**src/hdl/dofs_pkg.sv**
```systemverilog
/*
  Constants and types for the digital output function selector.
  Assumes one system clock; condition flags arrive from the drive core.
*/
package dofs_pkg;

  // ----------------------------------------
  // Widths and terminal order
  // ----------------------------------------
  localparam int SEL_W = 6;
  localparam int TERM_N = 4;
  localparam int T_RELAY_A = 0;
  localparam int T_RELAY_B = 1;
  localparam int T_COLL_A = 2;
  localparam int T_FAST = 3;
  localparam int Z_CNT_W = 24;

  // ----------------------------------------
  // Register map (byte addresses)
  // ----------------------------------------
  localparam logic [3:0][7:0] OFS_SEL = {8'h0c, 8'h08, 8'h04, 8'h00};
  localparam logic [7:0] OFS_FAST_TYPE = 8'h10;
  localparam logic [7:0] OFS_VIRT = 8'h14;
  localparam logic [7:0] OFS_STATUS = 8'h18;

  // Virtual bit fields: one nibble per fieldbus, one bit per terminal
  localparam int VIRT_MODBUS_LSB = 0;
  localparam int VIRT_PROFI_LSB = 4;
  localparam int VIRT_ETH_LSB = 8;
  localparam int VIRT_ECAT_LSB = 12;

  // Status word fields
  localparam int STAT_TERM_LSB = 0;
  localparam int STAT_TYPE_BIT = 4;
  localparam int STAT_Z_BIT = 5;

  // ----------------------------------------
  // Reset values
  // ----------------------------------------
  localparam logic [3:0][5:0] RST_SEL = {6'h00, 6'h00, 6'h05, 6'h01};
  localparam logic FAST_PULSE = 1'b0;
  localparam logic FAST_ONOFF = 1'b1;
  localparam logic RST_FAST_TYPE = FAST_PULSE;

  // ----------------------------------------
  // Function codes
  // ----------------------------------------
  localparam logic [5:0] C_OFF = 6'h00;
  localparam logic [5:0] C_RUN = 6'h01;
  localparam logic [5:0] C_FWD = 6'h02;
  localparam logic [5:0] C_REV = 6'h03;
  localparam logic [5:0] C_JOG = 6'h04;
  localparam logic [5:0] C_FAULT = 6'h05;
  localparam logic [5:0] C_FDT_A = 6'h06;
  localparam logic [5:0] C_FDT_B = 6'h07;
  localparam logic [5:0] C_REACHED = 6'h08;
  localparam logic [5:0] C_ZERO_SPD = 6'h09;
  localparam logic [5:0] C_UPPER = 6'h0a;
  localparam logic [5:0] C_LOWER = 6'h0b;
  localparam logic [5:0] C_READY = 6'h0c;
  localparam logic [5:0] C_PREEXC = 6'h0d;
  localparam logic [5:0] C_OVLD = 6'h0e;
  localparam logic [5:0] C_UNLD = 6'h0f;
  localparam logic [5:0] C_STAGE = 6'h10;
  localparam logic [5:0] C_CYCLE = 6'h11;
  localparam logic [5:0] C_V_MODBUS = 6'h17;
  localparam logic [5:0] C_V_PROFI = 6'h18;
  localparam logic [5:0] C_V_ETH = 6'h19;
  localparam logic [5:0] C_DC_BUS = 6'h1a;
  localparam logic [5:0] C_Z_PULSE = 6'h1b;
  localparam logic [5:0] C_SUPERPOS = 6'h1c;
  localparam logic [5:0] C_STO = 6'h1d;
  localparam logic [5:0] C_POS_DONE = 6'h1e;
  localparam logic [5:0] C_ZERO_DONE = 6'h1f;
  localparam logic [5:0] C_DIV_DONE = 6'h20;
  localparam logic [5:0] C_TQ_LIMIT = 6'h21;
  localparam logic [5:0] C_V_ECAT = 6'h22;
  localparam logic [5:0] C_SWITCHED = 6'h24;
  localparam logic [5:0] C_ANY_FREQ = 6'h25;
  localparam logic [5:0] C_CARD_A = 6'h29;
  localparam logic [5:0] C_CARD_B = 6'h2a;

  // ----------------------------------------
  // Timing
  // ----------------------------------------
  localparam int CLK_HZ = 125_000_000;
  localparam int Z_HOLD_MS = 10;
  localparam int Z_HOLD_CYCLES = Z_HOLD_MS * (CLK_HZ / 1000);

  // ----------------------------------------
  // Condition flags from the drive core
  // ----------------------------------------
  typedef struct packed {
    logic running;
    logic run_fwd;
    logic run_rev;
    logic jogging;
    logic fault;
    logic freq_level_detect_a;
    logic freq_level_detect_b;
    logic freq_reached;
    logic out_freq_zero;
    logic ref_freq_zero;
    logic at_upper_limit;
    logic at_lower_limit;
    logic main_power_ok;
    logic ctrl_power_ok;
    logic protect_active;
    logic ready;
    logic pre_exciting;
    logic overload_alarm;
    logic underload_alarm;
    logic plc_stage_done;
    logic plc_cycle_done;
    logic dc_bus_ok;
    logic pulse_superpose;
    logic safe_torque_off_trip;
    logic positioning_done;
    logic zeroing_done;
    logic division_done;
    logic torque_freq_limit;
    logic mode_switch_done;
    logic any_freq_reached;
  } dofs_cond_type;

  // ----------------------------------------
  // Whole state of the selector
  // ----------------------------------------
  typedef struct packed {
    logic [3:0][5:0] sel;
    logic fast_type;
    logic [15:0] virt;
    logic [1:0] idx_sync;
    logic idx_prev;
    logic [1:0] card_a_sync;
    logic [1:0] card_b_sync;
    logic [Z_CNT_W-1:0] z_cnt;
    logic [3:0] term;
    logic [31:0] rdata;
  } dofs_state_type;

endpackage

```
**src/hdl/dofs_selector.sv**
```systemverilog
/*
  Digital output function selector: four terminals, each driven by the
  condition that its function code names.
  Assumes condition flags and the pulse generator run on clk_i, while the
  encoder index and card outputs arrive asynchronously.
*/
// The address-and-strobe port and the register offsets were decided locally.
// What this block does
// RULE1 - Four independent selectors; one code may serve several terminals.
// RULE2 - Fast terminal works as pulse output or plain on/off output.
// RULE3 - Code 0 leaves the terminal inactive.
// RULE4 - Codes 1-4: running, forward, reverse, jogging with frequency output.
// RULE5 - Code 5 follows the drive fault.
// RULE6 - Codes 6-8 pass frequency level a, level b, frequency reached.
// RULE7 - Code 9 on only when output and reference frequency both zero.
// RULE8 - Codes 10 and 11: upper or lower limit frequency reached.
// RULE9 - Code 12: both powers up, no protection, drive ready.
// RULE10 - Code 13 on while pre-exciting the motor.
// RULE11 - Codes 14 and 15 pass overload and underload pre-alarms.
// RULE12 - Codes 16 and 17: sequencer stage or cycle completed.
// RULE13 - Codes 23, 24, 25, 34 follow fieldbus virtual bits.
// RULE14 - Code 26 on while DC bus is above undervoltage.
// RULE15 - Code 27 on at encoder index, off 10 ms later.
// RULE16 - Code 28 on while pulse superposition is valid.
// RULE17 - Code 29 on when safe torque off has tripped.
// RULE18 - Codes 30-32: positioning, spindle zeroing, scale division done.
// RULE19 - Code 33 on while frequency is limited in torque control.
// RULE20 - Code 36 on once speed/position switch-over completed.
// RULE21 - Code 37 on while ramp reference exceeds detection value.
// RULE22 - Codes 41 and 42 pass card collector outputs a and b.
// RULE23 - Reserved and unlisted codes leave the terminal inactive.
// RULE24 - Reset selectors: relay a 1, relay b 5, others 0.
// RULE25 - Fast type 0 means pulse output, 1 means on/off output.
`timescale 1ns/100ps

module dofs_selector #(
  parameter int Z_HOLD = dofs_pkg::Z_HOLD_CYCLES
) (
  input wire logic clk_i,
  input wire logic reset_i,
  input wire logic [7:0] addr_i,
  input wire logic [31:0] wdata_i,
  input wire logic wr_i,
  input wire logic rd_i,
  output logic [31:0] rdata_o,
  input wire dofs_pkg::dofs_cond_type cond_i,
  input wire logic pulse_gen_i,
  input wire logic encoder_index_i,
  input wire logic card_collector_out_a_i,
  input wire logic card_collector_out_b_i,
  output logic relay_out_a_o,
  output logic relay_out_b_o,
  output logic collector_out_a_o,
  output logic fast_pulse_out_o
);

  localparam dofs_pkg::dofs_state_type RST_STATE = '{
    sel: dofs_pkg::RST_SEL,
    fast_type: dofs_pkg::RST_FAST_TYPE,
    default: '0
  };
  localparam logic [dofs_pkg::Z_CNT_W-1:0] Z_LOAD = Z_HOLD[dofs_pkg::Z_CNT_W-1:0];

  dofs_pkg::dofs_state_type state;
  dofs_pkg::dofs_state_type next_state;
  logic z_on;
  logic idx_rise;

  // ----------------------------------------
  // Function decode for one terminal
  // ----------------------------------------
  function automatic logic dofs_pick(
    input logic [5:0] code,
    input dofs_pkg::dofs_cond_type c,
    input logic [3:0] vb,
    input logic zp,
    input logic ca,
    input logic cb
  );
    logic pick;
    pick = 1'b0;
    case (code)
      dofs_pkg::C_OFF: pick = 1'b0; // RULE3
      dofs_pkg::C_RUN: pick = c.running & ~c.out_freq_zero; // RULE4
      dofs_pkg::C_FWD: pick = c.run_fwd & ~c.out_freq_zero; // RULE4
      dofs_pkg::C_REV: pick = c.run_rev & ~c.out_freq_zero; // RULE4
      dofs_pkg::C_JOG: pick = c.jogging & ~c.out_freq_zero; // RULE4
      dofs_pkg::C_FAULT: pick = c.fault; // RULE5
      dofs_pkg::C_FDT_A: pick = c.freq_level_detect_a; // RULE6
      dofs_pkg::C_FDT_B: pick = c.freq_level_detect_b; // RULE6
      dofs_pkg::C_REACHED: pick = c.freq_reached; // RULE6
      dofs_pkg::C_ZERO_SPD: pick = c.out_freq_zero & c.ref_freq_zero; // RULE7
      dofs_pkg::C_UPPER: pick = c.at_upper_limit; // RULE8
      dofs_pkg::C_LOWER: pick = c.at_lower_limit; // RULE8
      dofs_pkg::C_READY: begin
        // Both supplies up, nothing tripped, core says ready
        pick = c.main_power_ok & c.ctrl_power_ok & ~c.protect_active & c.ready; // RULE9
      end
      dofs_pkg::C_PREEXC: pick = c.pre_exciting; // RULE10
      dofs_pkg::C_OVLD: pick = c.overload_alarm; // RULE11
      dofs_pkg::C_UNLD: pick = c.underload_alarm; // RULE11
      dofs_pkg::C_STAGE: pick = c.plc_stage_done; // RULE12
      dofs_pkg::C_CYCLE: pick = c.plc_cycle_done; // RULE12
      dofs_pkg::C_V_MODBUS: pick = vb[0]; // RULE13
      dofs_pkg::C_V_PROFI: pick = vb[1]; // RULE13
      dofs_pkg::C_V_ETH: pick = vb[2]; // RULE13
      dofs_pkg::C_V_ECAT: pick = vb[3]; // RULE13
      dofs_pkg::C_DC_BUS: pick = c.dc_bus_ok; // RULE14
      dofs_pkg::C_Z_PULSE: pick = zp; // RULE15
      dofs_pkg::C_SUPERPOS: pick = c.pulse_superpose; // RULE16
      dofs_pkg::C_STO: pick = c.safe_torque_off_trip; // RULE17
      dofs_pkg::C_POS_DONE: pick = c.positioning_done; // RULE18
      dofs_pkg::C_ZERO_DONE: pick = c.zeroing_done; // RULE18
      dofs_pkg::C_DIV_DONE: pick = c.division_done; // RULE18
      dofs_pkg::C_TQ_LIMIT: pick = c.torque_freq_limit; // RULE19
      dofs_pkg::C_SWITCHED: pick = c.mode_switch_done; // RULE20
      dofs_pkg::C_ANY_FREQ: pick = c.any_freq_reached; // RULE21
      dofs_pkg::C_CARD_A: pick = ca; // RULE22
      dofs_pkg::C_CARD_B: pick = cb; // RULE22
      default: pick = 1'b0; // RULE23
    endcase
    return pick;
  endfunction

  // ----------------------------------------
  // Index pulse timing
  // ----------------------------------------
  // Edge seen only on the second synchroniser stage
  assign idx_rise = state.idx_sync[1] & ~state.idx_prev;
  assign z_on = (state.z_cnt != '0);

  // ----------------------------------------
  // Next state
  // ----------------------------------------
  // Register writes, synchronisers, index timer, terminal outputs, read data
  always_comb begin
    logic [3:0] vb;
    logic sel_hit;
    vb = '0;
    sel_hit = 1'b0;
    next_state = state;

    // Register writes; unmapped addresses are ignored
    if (wr_i) begin
      for (int t = 0; t < dofs_pkg::TERM_N; t++) begin
        if (addr_i == dofs_pkg::OFS_SEL[t]) begin
          next_state.sel[t] = wdata_i[dofs_pkg::SEL_W-1:0]; // RULE1
        end
      end
      if (addr_i == dofs_pkg::OFS_FAST_TYPE) begin
        next_state.fast_type = wdata_i[0]; // RULE25
      end
      if (addr_i == dofs_pkg::OFS_VIRT) begin
        next_state.virt = wdata_i[15:0]; // RULE13
      end
    end

    // Two-stage synchronisers for asynchronous inputs
    next_state.idx_sync = {state.idx_sync[0], encoder_index_i};
    next_state.idx_prev = state.idx_sync[1];
    next_state.card_a_sync = {state.card_a_sync[0], card_collector_out_a_i};
    next_state.card_b_sync = {state.card_b_sync[0], card_collector_out_b_i};

    // Index hold timer, retriggered by each new pulse
    if (idx_rise) begin
      next_state.z_cnt = Z_LOAD; // RULE15
    end else if (z_on) begin
      next_state.z_cnt = state.z_cnt - 1'b1; // RULE15
    end

    // Each terminal decodes its own selector
    for (int t = 0; t < dofs_pkg::TERM_N; t++) begin
      vb = {state.virt[dofs_pkg::VIRT_ECAT_LSB + t],
            state.virt[dofs_pkg::VIRT_ETH_LSB + t],
            state.virt[dofs_pkg::VIRT_PROFI_LSB + t],
            state.virt[dofs_pkg::VIRT_MODBUS_LSB + t]};
      next_state.term[t] = dofs_pick(state.sel[t], cond_i, vb, z_on,
                                     state.card_a_sync[1], state.card_b_sync[1]); // RULE1
    end

    // Fast terminal in pulse mode carries the pulse generator
    if (state.fast_type == dofs_pkg::FAST_PULSE) begin
      next_state.term[dofs_pkg::T_FAST] = pulse_gen_i; // RULE2
    end

    // Read data stand for one cycle only
    next_state.rdata = '0;
    if (rd_i) begin
      for (int t = 0; t < dofs_pkg::TERM_N; t++) begin
        if (addr_i == dofs_pkg::OFS_SEL[t]) begin
          next_state.rdata[dofs_pkg::SEL_W-1:0] = state.sel[t];
          sel_hit = 1'b1;
        end
      end
      if (!sel_hit) begin
        case (addr_i)
          dofs_pkg::OFS_FAST_TYPE: next_state.rdata[0] = state.fast_type;
          dofs_pkg::OFS_VIRT: next_state.rdata[15:0] = state.virt;
          dofs_pkg::OFS_STATUS: begin
            next_state.rdata[dofs_pkg::STAT_TERM_LSB +: 4] = state.term;
            next_state.rdata[dofs_pkg::STAT_TYPE_BIT] = state.fast_type;
            next_state.rdata[dofs_pkg::STAT_Z_BIT] = z_on;
          end
          default: next_state.rdata = '0;
        endcase
      end
    end
  end

  // ----------------------------------------
  // State register
  // ----------------------------------------
  // Synchronous reset loads the default selectors
  always_ff @(posedge clk_i) begin
    if (reset_i) begin
      state <= RST_STATE; // RULE24
    end else begin
      state <= next_state;
    end
  end

  // Outputs straight from flip-flops
  assign relay_out_a_o = state.term[dofs_pkg::T_RELAY_A];
  assign relay_out_b_o = state.term[dofs_pkg::T_RELAY_B];
  assign collector_out_a_o = state.term[dofs_pkg::T_COLL_A];
  assign fast_pulse_out_o = state.term[dofs_pkg::T_FAST];
  assign rdata_o = state.rdata;
endmodule

```
**config.mk**
```make
export PLATFORM = sky130hd
export DESIGN_NAME = dofs_selector
export DESIGN_NICKNAME = d
export VERILOG_FILES = /design/src/hdl/dofs_pkg.sv /design/src/hdl/dofs_selector.sv
export SDC_FILE = /design/constraint.sdc
export NUM_CORES = 1
export LEC_CHECK = 0
export BUFFER_PORTS_ARGS = -buffer_cell sky130_fd_sc_hd__buf_2
export CELL_PAD_IN_SITES_DETAIL_PLACEMENT = 2
export CELL_PAD_IN_SITES_GLOBAL_PLACEMENT = 2
export CORE_ASPECT_RATIO = 1.5
export CORE_UTILIZATION = 36
export CTS_BUF_LIST = sky130_fd_sc_hd__clkbuf_8
export DETAILED_ROUTE_END_ITERATION = 8
export PLACE_DENSITY_LB_ADDON = 0.1
export SLEW_MARGIN = 20
export SYNTH_ARGS = -nofsm -noshare
export SYNTH_HDL_FRONTEND = slang
export SYNTH_SLANG_ARGS = --single-unit
```
**constraint.sdc**
```tcl
create_clock -name clk_i -period 4 [get_ports clk_i]
set_clock_uncertainty 0.15 [all_clocks]
set_input_delay 0.4 -clock clk_i [delete_from_list [all_inputs] [get_ports clk_i]]
set_output_delay 0.4 -clock clk_i [all_outputs]
set_load 0.005 [all_outputs]
```
==> metrics.md, run 1 <==
| Metric | Value |
|---|---|
| Routability Congestion | 0.931 |
| Least-Margin Pin Slew | 0.839 ns |
| Remaining number of nets flagged by the antenna check after routing | 0 |
| Count of vias placed by the detailed router | 5,733 |
| Vias in the first global route | around 6,000 |
| Buffer and inverter count on the worst path | 0 |
| Maximum number of pins on one net before global-route repair | 37 |
| Mean area per synthesized cell | just over 8 sq um |
| Cells along the critical path | or4_1 -> or3b_1 -> or3_1 -> a2111oi_4 -> a211oi_1 |
| Violation count after the first detailed-route iteration | 314 |
| Portion of synthesized cell area occupied by the leading cell type | 31.2% |
| Top delay family on crit path | simple AND/OR/NAND/NOR gates |
| Layout cells sized above 1 | roughly 18% |
| Worst Path Max Fanout | 9 |
| Global-route congestion overflow total | 0 |
| Starting density of the core | a little over a third |
| Chip height | approximately 160 um |
| Pre-antenna DRT Iters | 4 |
| Type of the setup path with the least slack | reg -> reg |
| Filler-free cell count of the finished design | roughly 950 |
| Cell area after technology mapping | just under 6000 sq um |
| Clock period minus final worst setup slack | 2.97 ns |
| Flip-flop cell with the highest count after synthesis | dfxtp_1 |
| Total inserted antenna cells | 0 |
| Via-per-instance ratio | just over 6 |
| Post-layout net count | ~820 |
| Total negative slack for setup checks | 0 ns |
| Core area | about 16,000 sq um |
| Power density over cell area | a little over 400 nW/um^2 |
| Total Die Area | 16,900 sq um |
| Cell Rows | 57 |
| Synthesized instance count | between 700 and 800 |
| Detail-routed net length per standard cell | roughly 23 um |
| Max stage delay cell, worst path | or4_1 |
| Met3 global-route usage | under 10% |
| Root buf cell | clkbuf_8 |
| Post-synthesis cell type with the largest combined area | dfxtp_1 |
| Maximum achievable frequency | about 340 MHz |
| Global-route total usage across every layer | between 20% and 30% |
| Number of resized instances in the post-cts repair step | 0 |
| Insertion delay to the later sink of the worst-skew pair | around 0.38 ns |
| Path class of the lowest-slack min-delay path | in -> reg |
| Count of final max-slew check failures | 0 |
| Leading cell type by number of instances after synthesis | dfxtp_1 |
| Post-synth ARST share | 0% |
| CTS max path bufs | 2 |
| Share of the clock period used by the worst path | around 74% |
| Worst endpoint data arrival time | 3.08 ns |
| #FFs+latches synth | about 90 |
| GR peak layer | met2 |
| Highest cell delay on the worst timing path | ~0.67 ns |
| Number of antenna violations at the first check in global routing | 0 |
| Remaining routing DRC violations | 0 |
| Register area share after synthesis | about 31% |
| Horizontal die dimension | 107 um |
| Result of the run | finished clean |
| Type of destination of the critical path | register |
| CTS tree | done |
| Synth unique cells | 68 |
| H-tree level count | 3 |
| Worst-path clk slew | 0.10 ns |
| Total number of clock tree sinks | between 90 and 100 |
| Sum of net half-perimeters after detailed placement | approximately 16,000 um |
| CP Data Required Time | just over 4 ns |
| # port buffers | 81 |
| Global-route track usage on met2 | a little under half |
| IO Pins | ~110 |
| Setup Viol. Count Final | 0 |
| Number of enable flip-flop cells after synthesis | 0 |
| Wire length of the first global-routing pass | approximately 34,000 um |
| Final hold viol count | 0 |
| Number of maximum-capacitance constraint violations | 0 |
| Total of warnings raised by yosys | 0 |
| Most frequent cells after synthesis | dfxtp_1, clkbuf_1, nor2_1 |
| Number of buffers created by CTS | 9 |
| Number of placed cells counting well taps | 930 |
| Met1 track demand over resource in global routing | between 30 and 40% |
| CTS hold repair buffers | 0 |
| Setup repair after global routing missed its margin | no |
| Kind of start point of the critical path | register |
| Worst VDD drop | approximately 0.26 mV |
| Top area cells in the synthesized netlist | dfxtp_1, mux2i_1, buf_4, a21oi_1, clkbuf_1 |
| Leakage Power | 2.44 nW |
| Post CTS Setup Buffer Count | 0 |
| Headroom to the max-slew limit | approximately 44% |
| Layout area overhead | 7.97% |
| Wirelength, routed | ~22,000 um |
==> power breakdown <==
| part | internal [mW] | switching, mW | total (mW) |
|---|---|---|---|
| combinational | 0.309 | 0.502 | 0.810 |
| sequential | 1.03 | 0.117 | 1.14 |
| clock | 0.307 | 0.369 | 0.676 |
==> metrics by stage <==
| step | hold WS (ns) | power, mW | setup slack (ns) | utilization, % | instance area [sq um] |
|---|---|---|---|---|---|
| global placement | 0.272 | 1.92 | 1.07 | 38.3 | 6170 |
| CTS | 0.0607 | 2.66 | 1.04 | 39.5 | 6370 |
| floorplan | 0.264 | 1.73 | 1.42 | - | 5960 |
| detailed placement | 0.285 | 1.98 | 1.01 | 38.3 | 6170 |
| global route | 0.0674 | 2.79 | 0.911 | 39.5 | 6370 |
| finish | 0.0809 | 2.63 | 1.03 | 39.5 | 6370 |
==> registers in the layout (all words and copies together) (netlist names) <==
register           count
state                 68
next_state             4
relay_out_b_o          1
rdata_o               16
fast_pulse_out_o       1
relay_out_a_o          1
collector_out_a_o      1
==> cell type report <==
| type | count | area (sq um) |
|---|---|---|
| Clock buffer | 10 | 138 |
| Sequential cell | 92 | 1840 |
| Fill cell | 1908 | 9750 |
| Clock inverter | 6 | 63.8 |
| Tap cell | 206 | 258 |
| Inverter | 17 | 63.8 |
| Multi-Input combinational cell | 529 | 3560 |
| Timing Repair Buffer | 86 | 443 |
==> final timing paths <==
| path | end | from | cells after the start | slack [ns] |
|---|---|---|---|---|
| setup / recovery | fast_pulse_out_o | state[40] | 5 | 1.03 |
| hold / removal | next_state[66] | encoder_index_i | 2 | 0.08 |
| setup reg to reg | fast_pulse_out_o | state[40] | 5 | 1.03 |
| hold reg to reg | state[61] | next_state[61] | 1 | 0.30 |
==> metal layers <==
layer,vias to the layer above,share of wire [%],wire (um)
li1,2653,-,-
met1,2880,41,9140
met2,160,50,10900
met3,40,5.2,1150
met4,0,3.8,829
met5,-,0,0
==> kinds of logic after synthesis <==
family,count (synthesis),share of synthesized area [%]
AND/OR/NAND/NOR,290,28.6
AO/OA/AOI/OAI,159,18.4
buffers and inverters,112,9.35
flip-flops,92,31.2
multiplexers,56,11.1
XOR/XNOR,6,0.891
adder cells (fa/ha/maj),2,0.424
other,1,0.0636
==> cell usage in the layout, fill, tap and decap left out, types with 6 or more instances in the layout <==
master | netlist | routed
or4_1 | 14 | 14
nor2_1 | 54 | 54
and2_1 | 15 | 15
nor3_1 | 15 | 15
a21oi_1 | 44 | 44
nor4bb_1 | 7 | 7
or3b_2 | 7 | 7
buf_2 | 3 | 81
mux4_2 | 6 | 6
nor2b_1 | 17 | 17
nand2b_1 | 9 | 9
nand3_1 | 32 | 32
conb_1 | 1 | 16
mux2_2 | 14 | 14
clkbuf_8 | 0 | 10
and3b_1 | 7 | 7
nand4_1 | 21 | 21
a22oi_1 | 6 | 6
a31oi_1 | 18 | 18
nor3b_1 | 12 | 12
o31ai_1 | 11 | 11
o21ai_0 | 23 | 23
mux2i_1 | 36 | 36
inv_1 | 17 | 18
or3_1 | 16 | 16
dfxtp_1 | 92 | 92
nand2_1 | 33 | 33
nand3b_1 | 8 | 8
No activity file was read; power rests on OpenSTA's default activity.
==> inputs of run 2 (changes only) <==
--- a/config.mk
+++ b/config.mk
@@ -9,7 +9,7 @@
 export CELL_PAD_IN_SITES_DETAIL_PLACEMENT = 2
 export CELL_PAD_IN_SITES_GLOBAL_PLACEMENT = 2
 export CORE_ASPECT_RATIO = 1.5
-export CORE_UTILIZATION = 36
+export CORE_UTILIZATION = 34
 export CTS_BUF_LIST = sky130_fd_sc_hd__clkbuf_8
 export DETAILED_ROUTE_END_ITERATION = 8
 export PLACE_DENSITY_LB_ADDON = 0.1
==> constraint.sdc (replaced) <==
create_clock -name clk_i -period 2.85 [get_ports clk_i]
set_clock_uncertainty 0.15 [all_clocks]
set_input_delay 0.285 -clock clk_i [delete_from_list [all_inputs] [get_ports clk_i]]
set_output_delay 0.285 -clock clk_i [all_outputs]
set_load 0.005 [all_outputs]
==> metrics.md, run 2 (synthesis results as in run 1) <==
| Metric | Value |
|---|---|
| Number of placed cells counting well taps | 960 (+3.2%) |
| Horizontal die dimension | 110 um (+2.8%) |
| IO Pins | 114 (unchanged) |
| Final hold slack | 0.0144 ns (-0.0665 ns) |
| Global-route congestion overflow total | 0 (unchanged) |
| Result of the run | finished clean |
| Wirelength, routed | 24,300 um (+10%) |
| Routability Congestion | 0.887 (-4.8%) |
| Met1 track demand over resource in global routing | 30.6% (-2.7 points) |
| Starting density of the core | 35.0% (-1.6 points) |
| Hold-critical path endpoint | state[75] |
| Number of buffers created by CTS | 9 (unchanged) |
| Path class of the lowest-slack min-delay path | in -> reg |
| Fin area | 6670 sq um (+4.7%) |
| Headroom to the max-slew limit | 47.5% (+3.8 points) |
| GR peak layer | met2 |
| Maximum achievable frequency | 382 MHz (+14%) |
| Area occupied by registers | 1840 sq um (unchanged) |
| Leakage Power | 2.60 nW (+6.8%) |
| Remaining number of nets flagged by the antenna check after routing | 0 (unchanged) |
| Post CTS Setup Buffer Count | 0 (unchanged) |
| # port buffers | 81 (unchanged) |
| Area of combinational cells with multiple inputs | 3560 sq um (unchanged) |
| Power share of the clock group | 25.6% (about the same) |
| Flip-flop count of the largest register after layout | 68 (unchanged) |
| Number of antenna violations at the first check in global routing | 1 (+1) |
| Power density over cell area | 589 nW/um^2 (+43%) |
| Clock period minus final worst setup slack | 2.62 ns (-0.359 ns) |
| Worst VDD drop | 0.477 mV (+80%) |
| Share of the clock period used by the worst path | 91.8% (+17 points) |
| Chip height | 163 um (+2.9%) |
| Number of resized instances in the post-cts repair step | 0 (unchanged) |
| Register bank with the most flops | state |
| Total number of clock tree sinks | 92 (unchanged) |
| Number of maximum-capacitance constraint violations | 0 (unchanged) |
| Core occupancy in the finished layout | 39.6% (+0.075 points) |
| Most common library cell in the layout ignoring fill and taps | dfxtp_1 |
| Pre-antenna DRT Iters | 5 (+1) |
| Commonest non-fill, non-tap cells in the layout | dfxtp_1, buf_2, nor2_1, a21oi_1, mux2i_1 |
| Endpoint of the lowest-slack register-to-register path | state[57] |
| Total negative slack for setup checks | 0 ns (unchanged) |
| Net switching share of the total power | 37.1% (-0.48 points) |
| Count of final max-slew check failures | 0 (unchanged) |
| Share of total power in sequential cells | 40.9% (-2.6 points) |
| Setup slack of the critical path after layout | 0.235 ns (-0.791 ns) |
| Worst endpoint data arrival time | 2.76 ns (-0.32 ns) |
| Count of vias placed by the detailed router | 6,024 (+5.1%) |
| Total Die Area | 17,900 sq um (+5.8%) |
| Detail-routed net length per standard cell | 24.6 um (+5.7%) |
| Met3 global-route usage | 3.59% (+0.76 points) |
| Worst-path clk slew | 0.09 ns (about the same) |
| Combinational share of power | 33.5% (+2.7 points) |
| Wire length of the first global-routing pass | 35,700 um (+4.3%) |
| Worst Reg2Reg Path Length in Cells | 6 (+1) |
| Maximum number of pins on one net before global-route repair | 35 (-5.4%) |
| Hold Path Stages | 3 (+1) |
| Fill cells | 1,924 (+0.84%) |
| CTS tree | done |
| Vias in the first global route | 6,114 (+2.0%) |
| Global-route track usage on met2 | 48.7% (+3.7 points) |
| Global-route total usage across every layer | 27.3% (+0.70 points) |
| Type of destination of the critical path | register |
| Layout area overhead | 13.0% |
| Cell Rows | 58 (+1.8%) |
| Least-Margin Pin Slew | 0.788 ns (-0.0504 ns) |
| H-tree level count | 3 (unchanged) |
| Kind of start point of the critical path | register |
| Net switching power | 1.46 mW (+47%) |
| Area after detailed placement | 6370 sq um (+3.2%) |
| Setup Viol. Count Final | 0 (unchanged) |
| Final Power | 3.93 mW (+49%) |
| Root buf cell | clkbuf_8 |
| Sum of net half-perimeters after detailed placement | 18,200 um (+13%) |
| Layout cells sized above 1 | 20.3% (+2.4 points) |
| Critical hold path startpoint | wdata_i[8] |
| Setup repair after global routing missed its margin | no |
| Final hold viol count | 0 (unchanged) |
| Via-per-instance ratio | 6.12 (+0.92%) |
| Worst Path Max Fanout | 7 (-2) |
| Worst Setup Slack post-DPL | 0.240 ns (-0.765 ns) |
| Insertion delay to the later sink of the worst-skew pair | 0.39 ns (about the same) |
| Remaining routing DRC violations | 0 (unchanged) |
| CP Data Required Time | 3.00 ns (-1.11 ns) |
| Reg-to-reg startpoint | state[40] |
| Filler-free cell count of the finished design | 985 (+4.1%) |
| Cell-internal power | 2.47 mW (+51%) |
| Violation count after the first detailed-route iteration | 347 (+11%) |
| Worst setup slack for register-to-register paths | 0.23 ns (-0.79 ns) |
| CTS max path bufs | 2 (unchanged) |
| CTS hold repair buffers | 8 (+8) |
| Post-layout net count | 849 (+4.2%) |
| Type of the setup path with the least slack | reg -> reg |
| Core area | 16,800 sq um (+4.5%) |
-- run 2: worst max-delay path, stage by stage, from the launching register on --
cell and delay, ns:
dfxtp_1 0.36, or4_1 0.55, buf_4 0.17, nor3b_2 0.25
nand4_1 0.34, or4_1 0.53, a21oi_1 0.18
-- run 2: cell type report --
type	instances	share of cell area, %
antenna	1	0.0375
clock buffer	9	1.86
clock inverter	7	1.37
inverter	17	0.957
multi-input combinational	529	53.4
sequential	92	27.6
tap	210	3.94
timing repair buffer	120	10.8
-- run 2: routing by layer --
metal / up-vias / share of wire (%)
met5: - / 0
met4: 0 / 5.0
met3: 57 / 4.2
met2: 187 / 51
met1: 3049 / 39
li1: 2731 / -
-- run 2: power by group through the flow --
stage	Clock [mW]	Sequential (mW)	Combinational (mW)
after floorplan	0	1.58	0.852
after global placement	0	1.61	1.23
after detailed placement	0	1.63	1.30
after CTS	1.04	1.60	1.32
after global routing	1.09	1.63	1.42
final	1.01	1.61	1.32
-- run 2: worst max-delay path by stage --
stage	endpoint	startpoint	slack [ns]
final	state[57]	state[40]	0.23
after global routing	state[54]	state[40]	0.10
after CTS	state[57]	state[40]	0.22
after detailed placement	state[57]	state[40]	0.24
after global placement	state[36]	state[40]	0.28
after floorplan	fast_pulse_out_o	state[40]	0.27
